`src/hdl/rlcs_pkg.sv`:
```
// Shared constants and types of the serial link configuration supervisor
package rlcs_pkg;

    // ----------------------------------------------------------------
    // Timing
    // ----------------------------------------------------------------
    localparam int CLK_HZ = 40_000_000;
    localparam int TICK_MS = 10;
    localparam int TICK_CYCLES = CLK_HZ / 1000 * TICK_MS;
    localparam int TICK_W = 20;
    localparam int TICKS_PER_DSEC = 100 / TICK_MS;
    localparam int TICKS_PER_SEC = 1000 / TICK_MS;
    localparam logic [15:0] DIV_2400 = 16'((CLK_HZ + 1200) / 2400);
    localparam logic [15:0] DIV_4800 = 16'((CLK_HZ + 2400) / 4800);
    localparam logic [15:0] DIV_9600 = 16'((CLK_HZ + 4800) / 9600);
    localparam logic [15:0] DIV_19200 = 16'((CLK_HZ + 9600) / 19200);
    localparam logic [15:0] DIV_38400 = 16'((CLK_HZ + 19200) / 38400);

    // ----------------------------------------------------------------
    // Register map (word indices within a port block, port B at +0x40)
    // ----------------------------------------------------------------
    localparam logic [3:0] IDX_STATION = 4'h0;
    localparam logic [3:0] IDX_POLICY = 4'h1;
    localparam logic [3:0] IDX_ERR_TIMER = 4'h2;
    localparam logic [3:0] IDX_BAUD = 4'h3;
    localparam logic [3:0] IDX_LENGTH = 4'h4;
    localparam logic [3:0] IDX_PARITY = 4'h5;
    localparam logic [3:0] IDX_STOP = 4'h6;
    localparam logic [3:0] IDX_SILENCE = 4'h7;
    localparam logic [3:0] IDX_REPLY = 4'h8;
    localparam logic [3:0] IDX_PROTOCOL = 4'h9;
    localparam logic [3:0] IDX_STATUS = 4'ha;
    localparam logic [3:0] IDX_CONTROL = 4'hb;
    localparam int PORT_SEL_BIT = 6;

    // ----------------------------------------------------------------
    // Codes, limits and reset values
    // ----------------------------------------------------------------
    localparam logic [1:0] PROTO_MODBUS = 2'h0;
    localparam logic [1:0] PROTO_LOADER = 2'h1;
    localparam logic [1:0] PROTO_GENERAL = 2'h2;
    localparam logic [1:0] PAR_NONE = 2'h0;
    localparam logic [1:0] PAR_EVEN = 2'h1;
    localparam logic [1:0] PAR_ODD = 2'h2;
    localparam logic [1:0] POL_TRIP = 2'h0;
    localparam logic [1:0] POL_DELAY_TRIP = 2'h1;
    localparam logic [1:0] POL_RECOVER = 2'h2;
    localparam logic [1:0] POL_IGNORE = 2'h3;
    localparam logic [7:0] MB_ADDR_MAX = 8'hf7;
    localparam logic [7:0] LD_ADDR_MAX = 8'hff;
    localparam logic [7:0] GP_ADDR_MAX = 8'h1f;
    localparam logic [7:0] MB_BCAST = 8'h00;
    localparam logic [7:0] GP_BCAST = 8'h63;
    localparam logic [9:0] ERR_TIMER_MAX = 10'h258;
    localparam logic [5:0] SILENCE_MAX = 6'h3c;
    localparam logic [6:0] REPLY_MAX = 7'h64;
    localparam logic [7:0] RST_STATION = 8'h01;
    localparam logic [2:0] RST_BAUD = 3'h2;
    localparam logic [6:0] RST_REPLY = 7'h01;

    // ----------------------------------------------------------------
    // Types
    // ----------------------------------------------------------------
    typedef enum logic [1:0] {RLCS_IDLE, RLCS_DELAY, RLCS_ALARM} rlcs_state_t;

    typedef struct packed {
        logic [7:0] station;
        logic [1:0] policy;
        logic [9:0] err_timer;
        logic [2:0] baud;
        logic [0:0] length;
        logic [1:0] parity;
        logic [0:0] stop;
        logic [5:0] silence;
        logic [6:0] reply_delay;
        logic [1:0] protocol;
    } rlcs_cfg_t;

    typedef struct packed {
        logic req_done;
        logic [7:0] req_addr;
        logic req_bad;
        logic line_err;
        logic line_idle;
        logic link_run;
        logic link_freq;
    } rlcs_evt_t;

    typedef struct packed {
        logic [15:0] baud_div;
        logic data7;
        logic [1:0] parity;
        logic two_stop;
        logic exec;
        logic reply_go;
        logic alarm;
        logic addr_ok;
        logic delaying;
        logic silent;
    } rlcs_out_t;

endpackage : rlcs_pkg

```
`src/hdl/rlcs_top.sv`:
```
// Serial link configuration supervisor: APB registers and two port supervisors
`timescale 1ns/1ps

// ----------------------------------------------------------------
// Port supervisor
// ----------------------------------------------------------------
module rlcs_port #(
    parameter bit IS_B = 1'b0
) (
    // Clock and reset
    input wire logic pclk,
    input wire logic presetn,
    // Control
    input wire logic tick,
    input wire logic alarm_clr,
    input wire logic drive_running,
    input rlcs_pkg::rlcs_cfg_t cfg,
    input rlcs_pkg::rlcs_evt_t evt,
    // Result
    output rlcs_pkg::rlcs_out_t outp
);
    import rlcs_pkg::*;

    typedef struct packed {
        rlcs_out_t o;
        rlcs_state_t st;
        logic [12:0] err_cnt;
        logic [12:0] sil_cnt;
        logic [6:0] reply_cnt;
        logic reply_pend;
        logic recovered;
    } rlcs_port_state_t;

    rlcs_port_state_t q_r;
    rlcs_port_state_t q_nxt;

    logic link_active;
    logic loader_ok;
    logic addr_ok;
    logic bcast;
    logic hit;
    logic good_req;
    logic [12:0] sil_lim;
    logic [12:0] err_lim;
    logic sil_err;
    logic err_evt;

    always_comb begin
        q_nxt = q_r;
        q_nxt.o.exec = 1'b0;
        q_nxt.o.reply_go = 1'b0;
        link_active = drive_running & evt.link_run & evt.link_freq;
        loader_ok = !IS_B;
        // Address window per protocol; an unknown protocol never answers
        case (cfg.protocol)
            PROTO_MODBUS: begin
                addr_ok = (cfg.station != 8'h00) && (cfg.station <= MB_ADDR_MAX);
                bcast = (evt.req_addr == MB_BCAST);
            end
            PROTO_LOADER: begin
                addr_ok = loader_ok && (cfg.station != 8'h00)
                    && (cfg.station <= LD_ADDR_MAX);
                bcast = 1'b0;
            end
            PROTO_GENERAL: begin
                addr_ok = (cfg.station != 8'h00) && (cfg.station <= GP_ADDR_MAX);
                bcast = (evt.req_addr == GP_BCAST);
            end
            default: begin
                addr_ok = 1'b0;
                bcast = 1'b0;
            end
        endcase
        q_nxt.o.addr_ok = addr_ok;
        hit = (evt.req_addr == cfg.station);
        // Damaged requests are dropped without answer and do not count as access
        good_req = evt.req_done && !evt.req_bad && addr_ok && (hit || bcast);

        // Line format only moves while the line is idle
        if (evt.line_idle) begin
            case (cfg.baud)
                3'h0: q_nxt.o.baud_div = DIV_2400;
                3'h1: q_nxt.o.baud_div = DIV_4800;
                3'h2: q_nxt.o.baud_div = DIV_9600;
                3'h3: q_nxt.o.baud_div = DIV_19200;
                3'h4: q_nxt.o.baud_div = DIV_38400;
                default: q_nxt.o.baud_div = DIV_9600;
            endcase
            q_nxt.o.data7 = cfg.length[0];
            q_nxt.o.parity = (cfg.parity == PAR_ODD) ? PAR_ODD
                : (cfg.parity == PAR_EVEN) ? PAR_EVEN : PAR_NONE;
            q_nxt.o.two_stop = !cfg.stop[0];
            if (cfg.protocol == PROTO_MODBUS) begin
                q_nxt.o.data7 = 1'b0;
                // Eleven bit character: missing parity bit becomes a second stop
                q_nxt.o.two_stop = (q_nxt.o.parity == PAR_NONE);
            end else if (cfg.protocol == PROTO_LOADER && loader_ok) begin
                q_nxt.o.data7 = 1'b0;
                q_nxt.o.parity = PAR_EVEN;
                q_nxt.o.two_stop = 1'b0;
            end
        end

        // Accepted request: execute, and answer only if addressed directly
        if (good_req) begin
            q_nxt.o.exec = 1'b1;
            q_nxt.recovered = 1'b1;
            if (!bcast) begin
                q_nxt.reply_pend = 1'b1;
                q_nxt.reply_cnt = cfg.reply_delay;
            end
        end else if (q_r.reply_pend) begin
            // Delay granularity is one tick; zero fires next cycle
            if (q_r.reply_cnt == 7'h00) begin
                q_nxt.o.reply_go = 1'b1;
                q_nxt.reply_pend = 1'b0;
            end else if (tick) begin
                q_nxt.reply_cnt = q_r.reply_cnt - 7'h01;
            end
        end

        // Silence watchdog
        sil_lim = 13'(cfg.silence * TICKS_PER_SEC);
        sil_err = 1'b0;
        if (cfg.silence == 6'h00 || good_req) begin
            q_nxt.sil_cnt = 13'h0000;
        end else if (tick && q_r.sil_cnt < sil_lim) begin
            q_nxt.sil_cnt = q_r.sil_cnt + 13'h0001;
            sil_err = (q_nxt.sil_cnt == sil_lim);
        end
        q_nxt.o.silent = (cfg.silence != 6'h00) && (q_r.sil_cnt == sil_lim);

        err_evt = (evt.line_err | sil_err) & link_active;
        err_lim = 13'(cfg.err_timer * TICKS_PER_DSEC);

        // Error policy
        case (q_r.st)
            RLCS_IDLE: begin
                if (err_evt) begin
                    case (cfg.policy)
                        POL_TRIP: begin
                            q_nxt.st = RLCS_ALARM;
                            q_nxt.o.alarm = 1'b1;
                        end
                        POL_DELAY_TRIP, POL_RECOVER: begin
                            q_nxt.st = RLCS_DELAY;
                            q_nxt.err_cnt = 13'h0000;
                            q_nxt.recovered = 1'b0;
                        end
                        default: q_nxt.st = RLCS_IDLE;
                    endcase
                end
            end
            RLCS_DELAY: begin
                if (q_r.err_cnt >= err_lim) begin
                    if (cfg.policy == POL_RECOVER && q_r.recovered) begin
                        q_nxt.st = RLCS_IDLE;
                    end else begin
                        q_nxt.st = RLCS_ALARM;
                        q_nxt.o.alarm = 1'b1;
                    end
                end else if (tick) begin
                    q_nxt.err_cnt = q_r.err_cnt + 13'h0001;
                end
            end
            RLCS_ALARM: begin
                // Sticky until software clears; new errors meanwhile add nothing
                if (alarm_clr) begin
                    q_nxt.st = RLCS_IDLE;
                    q_nxt.o.alarm = 1'b0;
                end
            end
            default: q_nxt.st = RLCS_IDLE;
        endcase
        q_nxt.o.delaying = (q_nxt.st == RLCS_DELAY);
    end

    always_ff @(posedge pclk or negedge presetn) begin
        if (!presetn) begin
            q_r <= '0;
            q_r.o.baud_div <= DIV_9600;
            q_r.st <= RLCS_IDLE;
        end else begin
            q_r <= q_nxt;
        end
    end

    assign outp = q_r.o;

endmodule : rlcs_port

// ----------------------------------------------------------------
// Top level
// ----------------------------------------------------------------
module rlcs_top #(
    parameter int TICK_CYCLES = rlcs_pkg::TICK_CYCLES
) (
    // Clock and reset
    input wire logic pclk,
    input wire logic presetn,
    // APB slave
    input wire logic psel,
    input wire logic penable,
    input wire logic pwrite,
    input wire logic [7:0] paddr,
    input wire logic [31:0] pwdata,
    output logic [31:0] prdata,
    output logic pready,
    output logic pslverr,
    // Drive and port events
    input wire logic drive_running,
    input rlcs_pkg::rlcs_evt_t evt_a,
    input rlcs_pkg::rlcs_evt_t evt_b,
    // Port results
    output rlcs_pkg::rlcs_out_t port_a,
    output rlcs_pkg::rlcs_out_t port_b,
    output logic alarm_stop
);
    import rlcs_pkg::*;

    typedef struct packed {
        rlcs_cfg_t [1:0] cfg;
        logic [31:0] prdata;
        logic pready;
        logic pslverr;
        logic alarm_stop;
        logic [1:0] clr;
        logic [TICK_W-1:0] tick_cnt;
        logic tick;
    } rlcs_top_state_t;

    rlcs_top_state_t q_r;
    rlcs_top_state_t q_nxt;
    rlcs_out_t [1:0] pout;

    logic sel_b;
    logic [3:0] idx;
    logic mapped;
    logic [31:0] rd;
    rlcs_cfg_t c;
    rlcs_out_t po;

    always_comb begin
        q_nxt = q_r;
        q_nxt.clr = 2'b00;
        // Time base
        q_nxt.tick = 1'b0;
        if (q_r.tick_cnt == TICK_W'(TICK_CYCLES - 1)) begin
            q_nxt.tick_cnt = '0;
            q_nxt.tick = 1'b1;
        end else begin
            q_nxt.tick_cnt = q_r.tick_cnt + 1'b1;
        end

        sel_b = paddr[PORT_SEL_BIT];
        idx = paddr[5:2];
        mapped = (paddr[7] == 1'b0) && (paddr[1:0] == 2'b00) && (idx <= IDX_CONTROL);
        c = q_r.cfg[sel_b];
        po = pout[sel_b];
        case (idx)
            IDX_STATION: rd = {24'h000000, c.station};
            IDX_POLICY: rd = {30'h00000000, c.policy};
            IDX_ERR_TIMER: rd = {22'h000000, c.err_timer};
            IDX_BAUD: rd = {29'h00000000, c.baud};
            IDX_LENGTH: rd = {31'h00000000, c.length};
            IDX_PARITY: rd = {30'h00000000, c.parity};
            IDX_STOP: rd = {31'h00000000, c.stop};
            IDX_SILENCE: rd = {26'h0000000, c.silence};
            IDX_REPLY: rd = {25'h0000000, c.reply_delay};
            IDX_PROTOCOL: rd = {30'h00000000, c.protocol};
            IDX_STATUS: rd = {28'h0000000, po.silent, po.delaying, po.addr_ok, po.alarm};
            default: rd = 32'h00000000;
        endcase

        // One wait state: answer prepared in first access cycle
        if (psel && penable && !q_r.pready) begin
            q_nxt.pready = 1'b1;
            q_nxt.pslverr = !mapped;
            q_nxt.prdata = (!pwrite && mapped) ? rd : 32'h00000000;
        end else begin
            q_nxt.pready = 1'b0;
            q_nxt.pslverr = 1'b0;
        end

        if (psel && penable && q_r.pready && pwrite && mapped) begin
            // Out of range error timer, silence and reply values saturate at the documented maximum
            case (idx)
                IDX_STATION: c.station = pwdata[7:0];
                IDX_POLICY: c.policy = pwdata[1:0];
                IDX_ERR_TIMER: c.err_timer = (pwdata[15:0] > 16'(ERR_TIMER_MAX))
                    ? ERR_TIMER_MAX : pwdata[9:0];
                IDX_BAUD: c.baud = pwdata[2:0];
                IDX_LENGTH: c.length = pwdata[0:0];
                IDX_PARITY: c.parity = pwdata[1:0];
                IDX_STOP: c.stop = pwdata[0:0];
                IDX_SILENCE: c.silence = (pwdata[15:0] > 16'(SILENCE_MAX))
                    ? SILENCE_MAX : pwdata[5:0];
                IDX_REPLY: c.reply_delay = (pwdata[15:0] > 16'(REPLY_MAX))
                    ? REPLY_MAX : pwdata[6:0];
                IDX_PROTOCOL: c.protocol = pwdata[1:0];
                IDX_CONTROL: q_nxt.clr[sel_b] = pwdata[0];
                default: c.station = c.station;
            endcase
            q_nxt.cfg[sel_b] = c;
        end

        q_nxt.alarm_stop = pout[0].alarm | pout[1].alarm;
    end

    always_ff @(posedge pclk or negedge presetn) begin
        if (!presetn) begin
            q_r <= '0;
            q_r.cfg[0].station <= RST_STATION;
            q_r.cfg[1].station <= RST_STATION;
            q_r.cfg[0].baud <= RST_BAUD;
            q_r.cfg[1].baud <= RST_BAUD;
            q_r.cfg[0].reply_delay <= RST_REPLY;
            q_r.cfg[1].reply_delay <= RST_REPLY;
        end else begin
            q_r <= q_nxt;
        end
    end

    rlcs_port #(.IS_B(1'b0)) u_port_a (
        .pclk(pclk),
        .presetn(presetn),
        .tick(q_r.tick),
        .alarm_clr(q_r.clr[0]),
        .drive_running(drive_running),
        .cfg(q_r.cfg[0]),
        .evt(evt_a),
        .outp(pout[0])
    );

    rlcs_port #(.IS_B(1'b1)) u_port_b (
        .pclk(pclk),
        .presetn(presetn),
        .tick(q_r.tick),
        .alarm_clr(q_r.clr[1]),
        .drive_running(drive_running),
        .cfg(q_r.cfg[1]),
        .evt(evt_b),
        .outp(pout[1])
    );

    assign prdata = q_r.prdata;
    assign pready = q_r.pready;
    assign pslverr = q_r.pslverr;
    assign alarm_stop = q_r.alarm_stop;
    assign port_a = pout[0];
    assign port_b = pout[1];

endmodule : rlcs_top
```
`config.mk`:
```
export PLATFORM = sky130hd
export DESIGN_NAME = rlcs_top
export DESIGN_NICKNAME = d
export VERILOG_FILES = /design/src/hdl/rlcs_pkg.sv /design/src/hdl/rlcs_top.sv
export SDC_FILE = /design/constraint.sdc
export NUM_CORES = 1
export LEC_CHECK = 0
export ABC_AREA = 1
export BUFFER_PORTS_ARGS = -buffer_cell sky130_fd_sc_hd__buf_4
export CAP_MARGIN = 20
export CELL_PAD_IN_SITES_DETAIL_PLACEMENT = 1
export CELL_PAD_IN_SITES_GLOBAL_PLACEMENT = 2
export CORE_MARGIN = 5
export CORE_UTILIZATION = 39
export CTS_BUF_LIST = sky130_fd_sc_hd__clkbuf_8
export DETAILED_ROUTE_END_ITERATION = 8
export PLACE_DENSITY = 0.95
export SYNTH_ARGS = -nofsm -noshare
export SYNTH_HDL_FRONTEND = slang
export SYNTH_SLANG_ARGS = --single-unit
```
`constraint.sdc`:
```
create_clock -name pclk -period 11.32 [get_ports pclk]
set_input_delay 1.132 -clock pclk [delete_from_list [all_inputs] [get_ports pclk]]
set_output_delay 1.132 -clock pclk [all_outputs]
set_load 0.02 [all_outputs]
```
==> impl_table.tex, run 1 <==
\begin{tabular}{lr}
\hline
Metric & Value \\
\hline
\multicolumn{2}{l}{\textbf{CTS}} \\
Cts repair resizes & 0 \\
Number of clock buffers inserted by TritonCTS & 44 \\
CTS Root Cell & clkbuf\_8 \\
Clk buf depth & 3 \\
Number of clock sinks & 234 \\
Hold bufs inserted after CTS & 0 \\
Clock transition at the register clock pins on the worst setup and hold paths after CTS & 0.06 ns \\
CTS H-Tree Depth & 2 \\
Clock latency on the worst-skew pair & $\sim$0.6 ns \\
TritonCTS clock tree & yes \\
Setup bufs post-CTS & 0 \\
\multicolumn{2}{l}{\textbf{Power}} \\
Leakage power total & around 9.4 nW \\
Worst VDD drop & between 0.00007 and 0.00008 V \\
Overall Power & roughly 2.0 mW \\
Ratio of total power to cell area & 111 nW/µm² \\
\multicolumn{2}{l}{\textbf{Route}} \\
Wire length per cell after detailed routing & around 18 µm \\
Vias per cell & approximately 5.4 \\
DR pass1 iterations & 5 \\
Via Count & between 15k and 20k \\
Final wirelength & 50.9 mm \\
Number of nets with antenna violations after routing & 0 \\
Starting DRT DRC Count & 795 \\
Number of DRC violations after detailed routing & 0 \\
\multicolumn{2}{l}{\textbf{Place}} \\
DP Area & roughly 17,000 µm² \\
Routability Congestion & around 0.87 \\
DP HPWL & between 30 and 40 mm \\
Port Buffers & $\sim$120 \\
\multicolumn{2}{l}{\textbf{Setup path}} \\
Endpoint of the most critical register-to-register path & u\_port\_a.q\_r[33] \\
CP required & between 10 and 15 ns \\
CP max FO & 16 \\
Worst setup path category & reg -> reg \\
Slack of the worst reg-to-reg path & between 6 and 7 ns \\
Cell count along the critical path & 23 \\
Worst endpoint data arrival time & $\sim$5.6 ns \\
Cell at the slowest stage of the critical path & dfrtp\_1 \\
Critical path cell sequence & ha\_1 -> ha\_1 -> ha\_1 -> ha\_1 -> a21oi\_1 -> nand2b\_1 -> nand3\_1 -> nand2\_1 -> nand2\_1 -> ha\_1 -> a21oi\_1 -> nand2\_1 -> or2\_1 -> a21oi\_1 -> nand3\_1 -> nor2\_1 -> nand4\_1 -> nand2\_2 -> nand3\_2 -> nand2\_4 -> nand2\_4 -> nand2\_1 -> nand2\_1 \\
Worst r2r src & q\_r[70] \\
Buffering stage count on the worst path with inverters included & 0 \\
Launching element type of the critical path & register \\
Critical path endpoint & u\_port\_a.q\_r[33] \\
Peak per-stage delay on the critical path & 0.48 ns \\
Critical path launch point & q\_r[70] \\
CP Capture Type & register \\
R2R cell count & 23 \\
Critical path's top delay family & simple AND/OR/NAND/NOR gates \\
\multicolumn{2}{l}{\textbf{Timing}} \\
Max Freq & between 0.15 and 0.2 GHz \\
Final number of setup-violating endpoints & 0 \\
Max\_slew headroom & approximately 32\% \\
Least-Margin Pin Slew & 1.01 ns \\
Setup TNS & 0 ns \\
Setup Skew & roughly 0.028 ns \\
Ratio of final minimum period to clock period & between 40 and 50\% \\
Final critical delay including setup and external delays & between 5 and 6 ns \\
Number of pins exceeding their max-slew limit in the final report & 0 \\
Hold Violations, Final & 0 \\
RSZ-0062 raised after global routing & false \\
\multicolumn{2}{l}{\textbf{Synthesis}} \\
Top\_reg\_cell synth & dfrtp\_1 \\
Register bit total from synthesis & 234 \\
Synth area leader & dfrtp\_1 \\
Mean cell area of the mapped netlist & 7.58 µm² \\
Leading cell types by total area after synthesis & dfrtp\_1, nand2\_1, ha\_1 \\
Synthesized instance count & approximately 2.2k \\
Ys Warns & 0 \\
Sequential element share of the synthesized area & a little over a third \\
Async SR Flop Fraction & 100\% \\
Cell area after synthesis & between 15,000 and 20,000 µm² \\
Share of Yosys cell area claimed by the top area cell type & between 30 and 40\% \\
Cell with the most instances after synthesis & nand2\_1 \\
Count of flip-flops with a built-in enable after synthesis & 0 \\
Number of distinct library cells after synthesis & 62 \\
Ranking of synthesized cells by instance count & nand2\_1, inv\_1, dfrtp\_1, o21ai\_0, nor2\_1 \\
\multicolumn{2}{l}{\textbf{Floorplan}} \\
Y dimension of the die & 216 µm \\
Horiz. Die Dim & approximately 220 µm \\
Initial Utilization & between 30\% and 40\% \\
Num rows & between 70 and 80 \\
Core Region & $\sim$42,000 µm² \\
Die Footprint & around 47,000 µm² \\
Top Ports & roughly 160 \\
\multicolumn{2}{l}{\textbf{Outcome}} \\
Run status & finished clean \\
\multicolumn{2}{l}{\textbf{Run}} \\
Number of maximum-capacitance violations & 0 \\
\multicolumn{2}{l}{\textbf{GRT}} \\
Maximum number of pins on one net before global-route repair & 93 \\
Remaining global-route overflow & 0 \\
Total global-route track usage & 21.4\% \\
Wire length of the first global-routing pass & 83.3 mm \\
Number of global-route vias before repair & roughly 16k \\
Number of antenna violations at the first check in global routing & 0 \\
\multicolumn{2}{l}{\textbf{Finish}} \\
Area growth syn-to-layout & 10.8\% \\
Fillcell total & 5,242 \\
Antenna diode count & 0 \\
Net count reported at finish & 2,482 \\
Summed area of non-filler cells in the final layout & $\sim$18,000 µm² \\
Fraction of final layout cells sized beyond drive strength 1 & between 10 and 15\% \\
\multicolumn{2}{l}{\textbf{Hold path}} \\
Class of the most critical hold timing path & reg -> reg \\
\hline
\end{tabular}
## report_power, final
group / leakage, nW / internal, mW / total, mW / switching, mW
Sequential: 2.90 / 0.866 / 0.896 / 0.0307
Combinational: 6.02 / 0.0970 / 0.292 / 0.195
Clock: 0.523 / 0.461 / 0.850 / 0.389
Total: 9.45 / 1.42 / 2.04 / 0.614
## final cells by class
| cell class | count | area, µm² | share of cell area [%] |
|---|---|---|---|
| Timing Repair Buffer | 127 | 981 | 5.35 |
| Inverter | 251 | 942 | 5.13 |
| Clock buffer | 55 | 757 | 4.13 |
| Sequential cell | 234 | 5870 | 32.0 |
| Multi-Input combinational cell | 1590 | 8980 | 49.0 |
| Clock inverter | 24 | 136 | 0.743 |
| Tap cell | 539 | 674 | 3.68 |
## stage by stage
step                      hold slack, ns  std cells  worst slack (ns)  utilization, %
after global placement             0.448       2740              6.35            41.5
after floorplan                    0.433       2209              7.42               -
after detailed placement           0.454       2740              6.25            41.5
after global routing               0.491       2820              5.83            43.7
final                              0.457       2820              6.18            43.7
after CTS                          0.462       2819              6.16            43.7
## per-layer routing
metal / global-route usage [%] / share of wire [%] / vias to the layer above
met2: 36.9 / 49 / 331
met5: 0 / 0 / -
met4: 7.21 / 3.1 / 0
li1: - / - / 7219
met1: 27.7 / 44 / 7459
met3: 2.76 / 4.0 / 105
## cells in the final DEF, fill, tap and decap left out, types with 32 or more instances in the layout
cell type | synthesis | final
buf_4 | 85 | 125
xor2_1 | 37 | 37
nor2_1 | 168 | 168
inv_1 | 246 | 263
o21ai_0 | 211 | 211
dfrtp_1 | 220 | 220
o22ai_1 | 38 | 38
nand3_1 | 116 | 116
clkbuf_8 | 0 | 55
ha_1 | 156 | 156
nand4_1 | 32 | 32
nand2_1 | 546 | 546
a21oi_1 | 84 | 84
## worst min-delay path by stage
stage	from	to	slack, ns	cells past startpoint
2_1_floorplan	q_r[1]	q_r[1]	0.43	1
3_5_place_dp	q_r[1]	q_r[1]	0.45	1
4_1_cts	q_r[1]	q_r[1]	0.46	1
3_3_place_gp	q_r[1]	q_r[1]	0.45	1
6_report	q_r[1]	q_r[1]	0.46	1
5_1_grt	q_r[1]	q_r[1]	0.49	1
## state kept, by name (all words and copies together), names as in the netlist
signal	cells
alarm_stop	1
prdata	10
pready	1
pslverr	1
q_r	107
u_port_a.outp	20
u_port_a.q_r	37
u_port_b.outp	20
u_port_b.q_r	37
## kinds of logic (layout without fill, tap and decap cells)
| kind of cell | after synthesis | in the layout | synth area share, % |
|---|---|---|---|
| and+or+nand+nor | 946 | 946 | 24.5 |
| buffers and inverters | 385 | 457 | 10.8 |
| AOI/OAI and AO/OA | 384 | 384 | 12.8 |
| DFF | 234 | 234 | 35.5 |
| adders and majority gates | 160 | 160 | 12.3 |
| xor gates and xnor gates | 61 | 61 | 3.23 |
| muxes | 13 | 13 | 0.869 |
| other | 1 | 26 | 0.0226 |
(Power assumes the default switching activity.)
==> run 2: changes to the inputs <==
Settings changed: CORE_UTILIZATION 39 to 36, PLACE_DENSITY 0.95 to 0.94.
Clock period 11.32 ns to 5.4 ns, I/O delays scaled along.
==> run 2 against run 1 <==
Against the previous run: critical path depth unchanged; final area increased by 0.40%; sequential power up 110%; clock skew decreased by 0.00074 ns; global-route usage is 2.0 points lower; worst setup slack worse by 5.3 ns; fmax increased by 14%; clock power is 110% higher; count of clock-buffer cells in the layout grew 2; hold slack got worse by 0.28 ns; combinational power increased by 110%; critical path type unchanged; largest cell class unchanged.
==> impl_table.tex, run 2 (synthesized netlist as in run 1, its figures left out) <==
\begin{tabular}{lr}
\hline
Metric & Value \\
\hline
\multicolumn{2}{l}{\textbf{Setup path}} \\
Worst setup path category & reg -> reg (unchanged) \\
Worst endpoint data arrival time & 4.99 ns (was 5.61 ns) \\
CP max FO & 16 (unchanged) \\
Critical path cell sequence & ha\_1 -> ha\_1 -> ha\_1 -> ha\_1 -> a21oi\_1 -> nand2b\_1 -> nand3\_1 -> nand2\_1 -> nand2\_1 -> ha\_1 -> a21oi\_1 -> nand2\_1 -> or2\_1 -> a21oi\_1 -> nand3\_1 -> nor2\_1 -> nand4\_1 -> nand2\_2 -> nand3\_2 -> nand2\_4 -> nand2\_4 -> nand2\_1 -> nand2\_1 (unchanged) \\
CP required & 5.89 ns (was 11.79 ns) \\
Critical path's top delay family & simple AND/OR/NAND/NOR gates (unchanged) \\
Buffering stage count on the worst path with inverters included & 0 (unchanged) \\
CP Capture Type & register (unchanged) \\
Cell at the slowest stage of the critical path & dfrtp\_1 (unchanged) \\
Peak per-stage delay on the critical path & 0.46 ns (was 0.48 ns) \\
Launching element type of the critical path & register (unchanged) \\
\multicolumn{2}{l}{\textbf{GRT}} \\
Remaining global-route overflow & 0 (unchanged) \\
Total global-route track usage & 19.3\% (was 21.4\%) \\
Number of global-route vias before repair & 15.6k (was 16.1k) \\
Wire length of the first global-routing pass & 80.6 mm (was 83.3 mm) \\
Maximum number of pins on one net before global-route repair & 126 (was 93) \\
Number of antenna violations at the first check in global routing & 0 (unchanged) \\
\multicolumn{2}{l}{\textbf{Finish}} \\
Top flop regs & q\_r: 107 flops, u\_port\_a.q\_r: 37 flops, u\_port\_b.q\_r: 37 flops (unchanged) \\
Net count reported at finish & 2,483 (was 2,482) \\
Highest-count cells in the layout ignoring fill and taps & nand2\_1, inv\_1, dfrtp\_1 (unchanged) \\
Number of flip-flops under the largest register name & 107 (unchanged) \\
Area growth syn-to-layout & 11.2\% (was 10.8\%) \\
Most common cell after layout, fill and taps aside & nand2\_1 (unchanged) \\
Final std cells w/o fill & 2,884 (was 2,820) \\
Final core utilization & 40.5\% (was 43.7\%) \\
Fraction of final layout cells sized beyond drive strength 1 & 10.9\% (was 11.0\%) \\
Largest Register & q\_r (unchanged) \\
Summed area of non-filler cells in the final layout & 18,400 µm² (was 18,300 µm²) \\
Antenna diode count & 0 (unchanged) \\
\multicolumn{2}{l}{\textbf{Outcome}} \\
Run status & finished clean (unchanged) \\
\multicolumn{2}{l}{\textbf{Place}} \\
Placed Cells incl. Taps & 2,801 (was 2,740) \\
Worst slack, placed & 0.883 ns (was 6.25 ns) \\
Port Buffers & 118 (unchanged) \\
DP Area & 17,500 µm² (was 17,400 µm²) \\
DP HPWL & 38.0 mm (was 38.4 mm) \\
Routability Congestion & 0.834 (was 0.869) \\
\multicolumn{2}{l}{\textbf{Power}} \\
Leakage power total & 9.46 nW (was 9.45 nW) \\
Worst VDD drop & 0.000174 V (was 0.0000730 V) \\
Ratio of total power to cell area & 231 nW/µm² (was 111 nW/µm²) \\
Overall Power & 4.25 mW (was 2.04 mW) \\
\multicolumn{2}{l}{\textbf{CTS}} \\
Setup bufs post-CTS & 0 (unchanged) \\
Number of clock sinks & 234 (unchanged) \\
Clk buf depth & 3 (unchanged) \\
TritonCTS clock tree & yes (unchanged) \\
CTS Root Cell & clkbuf\_8 (unchanged) \\
Clock transition at the register clock pins on the worst setup and hold paths after CTS & 0.06 ns (about the same) \\
Clock latency on the worst-skew pair & 0.61 ns (about the same) \\
Cts repair resizes & 0 (unchanged) \\
Number of clock buffers inserted by TritonCTS & 45 (was 44) \\
CTS H-Tree Depth & 2 (unchanged) \\
\multicolumn{2}{l}{\textbf{Timing}} \\
Setup Skew & 0.0271 ns (was 0.0278 ns) \\
Setup TNS & 0 ns (unchanged) \\
Max\_slew headroom & 31.1\% (was 32.5\%) \\
Max Freq & 0.222 GHz (was 0.194 GHz) \\
Post-route worst hold slack & 0.179 ns (was 0.457 ns) \\
RSZ-0062 raised after global routing & false (unchanged) \\
Ratio of final minimum period to clock period & 83.3\% (was 45.4\%) \\
Final number of setup-violating endpoints & 0 (unchanged) \\
Number of pins exceeding their max-slew limit in the final report & 0 (unchanged) \\
Hold Violations, Final & 0 (unchanged) \\
Setup slack after layout & 0.902 ns (was 6.18 ns) \\
Least-Margin Pin Slew & 1.03 ns (was 1.01 ns) \\
Final critical delay including setup and external delays & 4.50 ns (was 5.14 ns) \\
\multicolumn{2}{l}{\textbf{Floorplan}} \\
Core Region & 45,500 µm² (was 41,900 µm²) \\
Y dimension of the die & 224 µm (was 216 µm) \\
Initial Utilization & 36.4\% (was 39.5\%) \\
Die Footprint & 50,400 µm² (was 46,700 µm²) \\
Top Ports & 161 (unchanged) \\
Num rows & 78 (was 75) \\
Horiz. Die Dim & 224 µm (was 216 µm) \\
\multicolumn{2}{l}{\textbf{Route}} \\
Wire length per cell after detailed routing & 17.3 µm (was 18.1 µm) \\
Number of DRC violations after detailed routing & 0 (unchanged) \\
Number of nets with antenna violations after routing & 0 (unchanged) \\
Starting DRT DRC Count & 827 (was 795) \\
Via Count & 15.0k (was 15.1k) \\
DR pass1 iterations & 5 (unchanged) \\
Final wirelength & 49.8 mm (was 50.9 mm) \\
Vias per cell & 5.21 (was 5.36) \\
\multicolumn{2}{l}{\textbf{Run}} \\
Number of maximum-capacitance violations & 0 (unchanged) \\
\multicolumn{2}{l}{\textbf{Hold path}} \\
Class of the most critical hold timing path & in -> reg (was reg -> reg) \\
\hline
\end{tabular}
==> run 2: cell count changes in the layout (fill, tap and decap cells not counted), sizes merged <==
cell         change
inv              +3
clkbuf           +2
buf              -1
bufinv           -1
clkinvlp         -1
dlygate4sd3      +1
==> run 2: worst paths after layout <==
path / startpoint / end / slack (ns) / depth (start not counted)
worst max-delay path: q_r[70] / u_port_a.q_r[24] / 0.90 / 23
worst min-delay path: evt_a[2] / u_port_a.outp[10] / 0.18 / 2
worst max register to register: q_r[70] / u_port_a.q_r[24] / 0.90 / 23
worst min register to register: q_r[1] / q_r[1] / 0.47 / 1
max in group asynchronous: presetn / u_port_a.q_r[30] / 3.61 / 3
min in group asynchronous: presetn / q_r[14] / 0.55 / 2
==> run 2: worst register-to-register path, cell delays in order, from the launching register on <==
cell and delay (ns):
dfrtp_1 0.46, ha_1 0.33, ha_1 0.30, ha_1 0.29, ha_1 0.37, a21oi_1 0.24
nand2b_1 0.15, nand3_1 0.07, nand2_1 0.06, nand2_1 0.10, ha_1 0.32, a21oi_1 0.15
nand2_1 0.06, or2_1 0.23, a21oi_1 0.15, nand3_1 0.11, nor2_1 0.12, nand4_1 0.11
nand2_2 0.12, nand3_2 0.10, nand2_4 0.20, nand2_4 0.16, nand2_1 0.12, nand2_1 0.05
==> run 2: final cells by class <==
class	count	area, µm²
Clock buffer	57	785
Clock inverter	25	110
Fill cell	5730	27100
Inverter	251	942
Multi-Input combinational cell	1590	8980
Sequential cell	234	5870
Tap cell	600	751
Timing Repair Buffer	127	976
==> run 2: repair_timing <==
| item | CTS | global route |
|---|---|---|
| hold endpoints to repair | 3 | 0 |
| hold buffers | 1 | 0 |
| endpoints found under the setup margin | 0 | 0 |
==> run 2: layer usage <==
metal,routed length (µm),vias up,global-route usage [%],part of all wire (%)
met3,2090,90,2.87,4.2
met4,1500,0,6.52,3.0
li1,-,7229,-,-
met1,22400,7408,25.4,45
met5,0,-,0,0
met2,23900,305,32.7,48
==> run 2: power by group <==
part	internal [mW]	switching, mW	leakage (nW)
clock network	0.948	0.816	0.539
logic	0.203	0.409	6.02
registers	1.82	0.0626	2.90
total	2.97	1.29	9.46
==> run 3: changes to the inputs <==
Settings changed: CORE_UTILIZATION 36 to 33, PLACE_DENSITY 0.94 to 0.92.
Clock period 5.4 ns to 4.1 ns, I/O delays scaled along.
==> run 3 against run 2 <==
Against the previous run: sequential cell count unchanged; critical endpoint is now u_port_b.q_r[31]; final cell count up 5.3%; highest routed layer unchanged; total power up 36%; largest power group unchanged; critical path depth up 1; clock skew down 0.011 ns; critical path type unchanged.
==> impl_table.tex, run 3 (synthesized netlist as in run 1, its figures left out) <==
\begin{tabular}{lr}
\hline
Metric & Value \\
\hline
\multicolumn{2}{l}{\textbf{Outcome}} \\
Run status & finished clean (unchanged) \\
\multicolumn{2}{l}{\textbf{CTS}} \\
Clk buf depth & 3 (unchanged) \\
Clock transition at the register clock pins on the worst setup and hold paths after CTS & 0.06 ns (about the same) \\
Number of clock sinks & 234 (unchanged) \\
CTS H-Tree Depth & 2 (unchanged) \\
CTS Root Cell & clkbuf\_8 (unchanged) \\
TritonCTS clock tree & yes (unchanged) \\
Clock latency on the worst-skew pair & 0.62 ns (was 0.61 ns) \\
Number of clock buffers inserted by TritonCTS & 45 (unchanged) \\
\multicolumn{2}{l}{\textbf{Route}} \\
Number of nets with antenna violations after routing & 0 (unchanged) \\
Wire length per cell after detailed routing & 18.0 µm (was 17.3 µm) \\
DR pass1 iterations & 5 (unchanged) \\
Vias per cell & 5.11 (was 5.21) \\
Starting DRT DRC Count & 837 (was 827) \\
Final wirelength & 54.7 mm (was 49.8 mm) \\
Number of DRC violations after detailed routing & 0 (unchanged) \\
Via Count & 15.5k (was 15.0k) \\
\multicolumn{2}{l}{\textbf{Timing}} \\
Final critical delay including setup and external delays & 4.00 ns (was 4.50 ns) \\
RSZ-0062 raised after global routing & true (was false) \\
Number of pins exceeding their max-slew limit in the final report & 0 (unchanged) \\
Setup Skew & 0.0159 ns (was 0.0271 ns) \\
Least-Margin Pin Slew & 0.925 ns (was 1.03 ns) \\
Max Freq & 0.250 GHz (was 0.222 GHz) \\
Post-route worst hold slack & 0.100 ns (was 0.179 ns) \\
Max\_slew headroom & 38.3\% (was 31.1\%) \\
Final number of setup-violating endpoints & 0 (unchanged) \\
Hold Violations, Final & 0 (unchanged) \\
Ratio of final minimum period to clock period & 97.6\% (was 83.3\%) \\
\multicolumn{2}{l}{\textbf{GRT}} \\
Total global-route track usage & 19.1\% (was 19.3\%) \\
Maximum number of pins on one net before global-route repair & 110 (was 126) \\
Wire length of the first global-routing pass & 84.3 mm (was 80.6 mm) \\
Number of antenna violations at the first check in global routing & 1 (was 0) \\
Number of global-route vias before repair & 16.0k (was 15.6k) \\
Remaining global-route overflow & 0 (unchanged) \\
\multicolumn{2}{l}{\textbf{Power}} \\
Fraction of power consumed by the clock network & 40.1\% (was 41.5\%) \\
Switching power & 1.79 mW (was 1.29 mW) \\
Leakage power total & 9.82 nW (was 9.46 nW) \\
Logic pwr share & 17.1\% (was 14.4\%) \\
Relative contribution of sequential cells to total power & 42.9\% (was 44.1\%) \\
Sw Share & 31.0\% (was 30.3\%) \\
Ratio of total power to cell area & 290 nW/µm² (was 231 nW/µm²) \\
Int Power & 3.98 mW (was 2.97 mW) \\
Worst VDD drop & 0.000187 V (was 0.000174 V) \\
\multicolumn{2}{l}{\textbf{Finish}} \\
Summed area of non-filler cells in the final layout & 19,900 µm² (was 18,400 µm²) \\
Top flop regs & q\_r: 107 flops, u\_port\_a.q\_r: 37 flops, u\_port\_b.q\_r: 37 flops (unchanged) \\
Fillcell total & 6,148 (was 5,730) \\
Area growth syn-to-layout & 20.4\% (was 11.2\%) \\
Highest-count cells in the layout ignoring fill and taps & nand2\_1, inv\_1, dfrtp\_1 (unchanged) \\
Most common cell after layout, fill and taps aside & nand2\_1 (unchanged) \\
Final std cells w/o fill & 3,038 (was 2,884) \\
Largest Register & q\_r (unchanged) \\
Net count reported at finish & 2,565 (was 2,483) \\
Number of flip-flops under the largest register name & 107 (unchanged) \\
Fraction of final layout cells sized beyond drive strength 1 & 18.5\% (was 10.9\%) \\
\multicolumn{2}{l}{\textbf{Setup path}} \\
CP required & 4.65 ns (was 5.89 ns) \\
R2R cell count & 24 (was 23) \\
Cell at the slowest stage of the critical path & dfrtp\_1 (unchanged) \\
CP max FO & 8 (was 16) \\
Worst setup path category & reg -> reg (unchanged) \\
Worst r2r src & q\_r[110] (was q\_r[70]) \\
Endpoint of the most critical register-to-register path & u\_port\_b.q\_r[31] (was u\_port\_a.q\_r[24]) \\
Peak per-stage delay on the critical path & 0.42 ns (was 0.46 ns) \\
Critical path cell sequence & buf\_4 -> ha\_1 -> ha\_4 -> ha\_4 -> fa\_2 -> nand3\_1 -> nand3\_2 -> xor2\_2 -> ha\_1 -> a21oi\_2 -> o21a\_1 -> nand2\_1 -> a21oi\_2 -> nand2\_1 -> nor2\_1 -> nand2\_1 -> nor2\_2 -> nand2\_2 -> nand2\_2 -> nand2\_4 -> nand2\_8 -> buf\_8 -> nand3\_1 -> nand2\_1 (was ha\_1 -> ha\_1 -> ha\_1 -> ha\_1 -> a21oi\_1 -> nand2b\_1 -> nand3\_1 -> nand2\_1 -> nand2\_1 -> ha\_1 -> a21oi\_1 -> nand2\_1 -> or2\_1 -> a21oi\_1 -> nand3\_1 -> nor2\_1 -> nand4\_1 -> nand2\_2 -> nand3\_2 -> nand2\_4 -> nand2\_4 -> nand2\_1 -> nand2\_1) \\
Worst endpoint data arrival time & 4.55 ns (was 4.99 ns) \\
Slack of the worst reg-to-reg path & 0.1 ns (was 0.90 ns) \\
CP Capture Type & register (unchanged) \\
Dominant cell type by count on the critical path & nand2\_1 \\
Launching element type of the critical path & register (unchanged) \\
\multicolumn{2}{l}{\textbf{Hold path}} \\
Class of the most critical hold timing path & in -> reg (unchanged) \\
Hold endpoint & u\_port\_b.outp[20] (was u\_port\_a.outp[10]) \\
Min-Delay Path Depth & 3 (was 2) \\
Min-Delay Startpoint & evt\_b[2] (was evt\_a[2]) \\
\multicolumn{2}{l}{\textbf{Floorplan}} \\
Core Region & 49,900 µm² (was 45,500 µm²) \\
Horiz. Die Dim & 234 µm (was 224 µm) \\
Initial Utilization & 33.2\% (was 36.4\%) \\
Y dimension of the die & 234 µm (was 224 µm) \\
Die Footprint & 54,800 µm² (was 50,400 µm²) \\
Num rows & 82 (was 78) \\
Top Ports & 161 (unchanged) \\
\multicolumn{2}{l}{\textbf{Place}} \\
Port Buffers & 118 (unchanged) \\
Placed Cells incl. Taps & 2,940 (was 2,801) \\
Routability Congestion & 0.916 (was 0.834) \\
DP Area & 18,100 µm² (was 17,500 µm²) \\
DP HPWL & 40.4 mm (was 38.0 mm) \\
\multicolumn{2}{l}{\textbf{Run}} \\
Number of maximum-capacitance violations & 0 (unchanged) \\
\hline
\end{tabular}
## run 3: changes by cell type in the layout (fill, tap and decap cells not counted), sizes merged
cell         before  now
clkinv            6   12
diode             0    1
buf             126  205
dlygate4sd3       1    2
clkbuf           57   55
clkinvlp          0    1
nand2           556  558
inv             270  264
## run 3: power by group through the flow
stage          registers (mW)  clock network, mW  logic [mW]
2_1_floorplan            2.48                  0       0.545
3_5_place_dp             2.51                  0       0.865
5_1_grt                  2.49               2.52        1.09
4_1_cts                  2.47               2.39       0.916
3_3_place_gp             2.51                  0       0.833
6_report                 2.48               2.32       0.985
## run 3: through the flow
step	setup TNS [ns]	total power, mW	setup slack (ns)	utilization, %
final	0	5.78	0.0980	40.0
after global routing	-1.86	6.09	-0.0876	40.0
after CTS	0	5.78	0.00391	38.8
after detailed placement	-5.97	3.38	-0.232	36.3
after global placement	-0.443	3.34	-0.0297	36.3
after floorplan	0	3.03	0.197	-
## run 3: worst max-delay path by stage
stage / start / endpoint / slack (ns) / cells past startpoint
CTS: q_r[113] / u_port_b.q_r[31] / 0.004 / 26
detailed placement: q_r[111] / u_port_b.q_r[31] / -0.23 / 27
global route: q_r[111] / u_port_b.q_r[26] / -0.09 / 26
finish: q_r[110] / u_port_b.q_r[31] / 0.1 / 24
global placement: q_r[70] / u_port_a.q_r[34] / -0.03 / 23
floorplan: q_r[70] / u_port_a.q_r[29] / 0.20 / 24
## run 3: layout make-up
class | instances | area, µm² | area share (%)
multi-input cells | 1592 | 9770 | 49.0
flip-flops and latches | 234 | 5880 | 29.5
repair buffers | 207 | 1630 | 8.18
inverters | 251 | 942 | 4.72
well taps | 672 | 841 | 4.22
clock buffers | 55 | 757 | 3.80
clock inverters | 26 | 123 | 0.615
diodes | 1 | 2.50 | 0.0125
## run 3: metal layers
metal | vias to the layer above | GRT usage [%] | part of all wire (%)
met5 | - | 0 | 0
met4 | 0 | 6.46 | 3.6
met3 | 138 | 3.92 | 4.8
met2 | 344 | 32.1 | 48
met1 | 7620 | 24.4 | 43
li1 | 7410 | - | -
## run 3: timing repair
action / in CTS / in global routing
resized for setup: 41 / 77
pin swaps: 15 / 41
cloned: 0 / 2
buffers inserted: 1 / 11
hold buffers: 2 / 0
hold endpoints to repair: 101 / 0
setup endpoints to repair: 33 / 35
## run 3: critical path, delay by kind of cell (launching register included)
kind | cells | cell delay [ns]
adder cells (fa/ha/maj) | 5 | 1.44
AND/OR/NAND/NOR | 13 | 1.25
flip-flops | 1 | 0.42
AO/OA/AOI/OAI | 3 | 0.35
buffers and inverters | 2 | 0.30
XOR/XNOR | 1 | 0.17
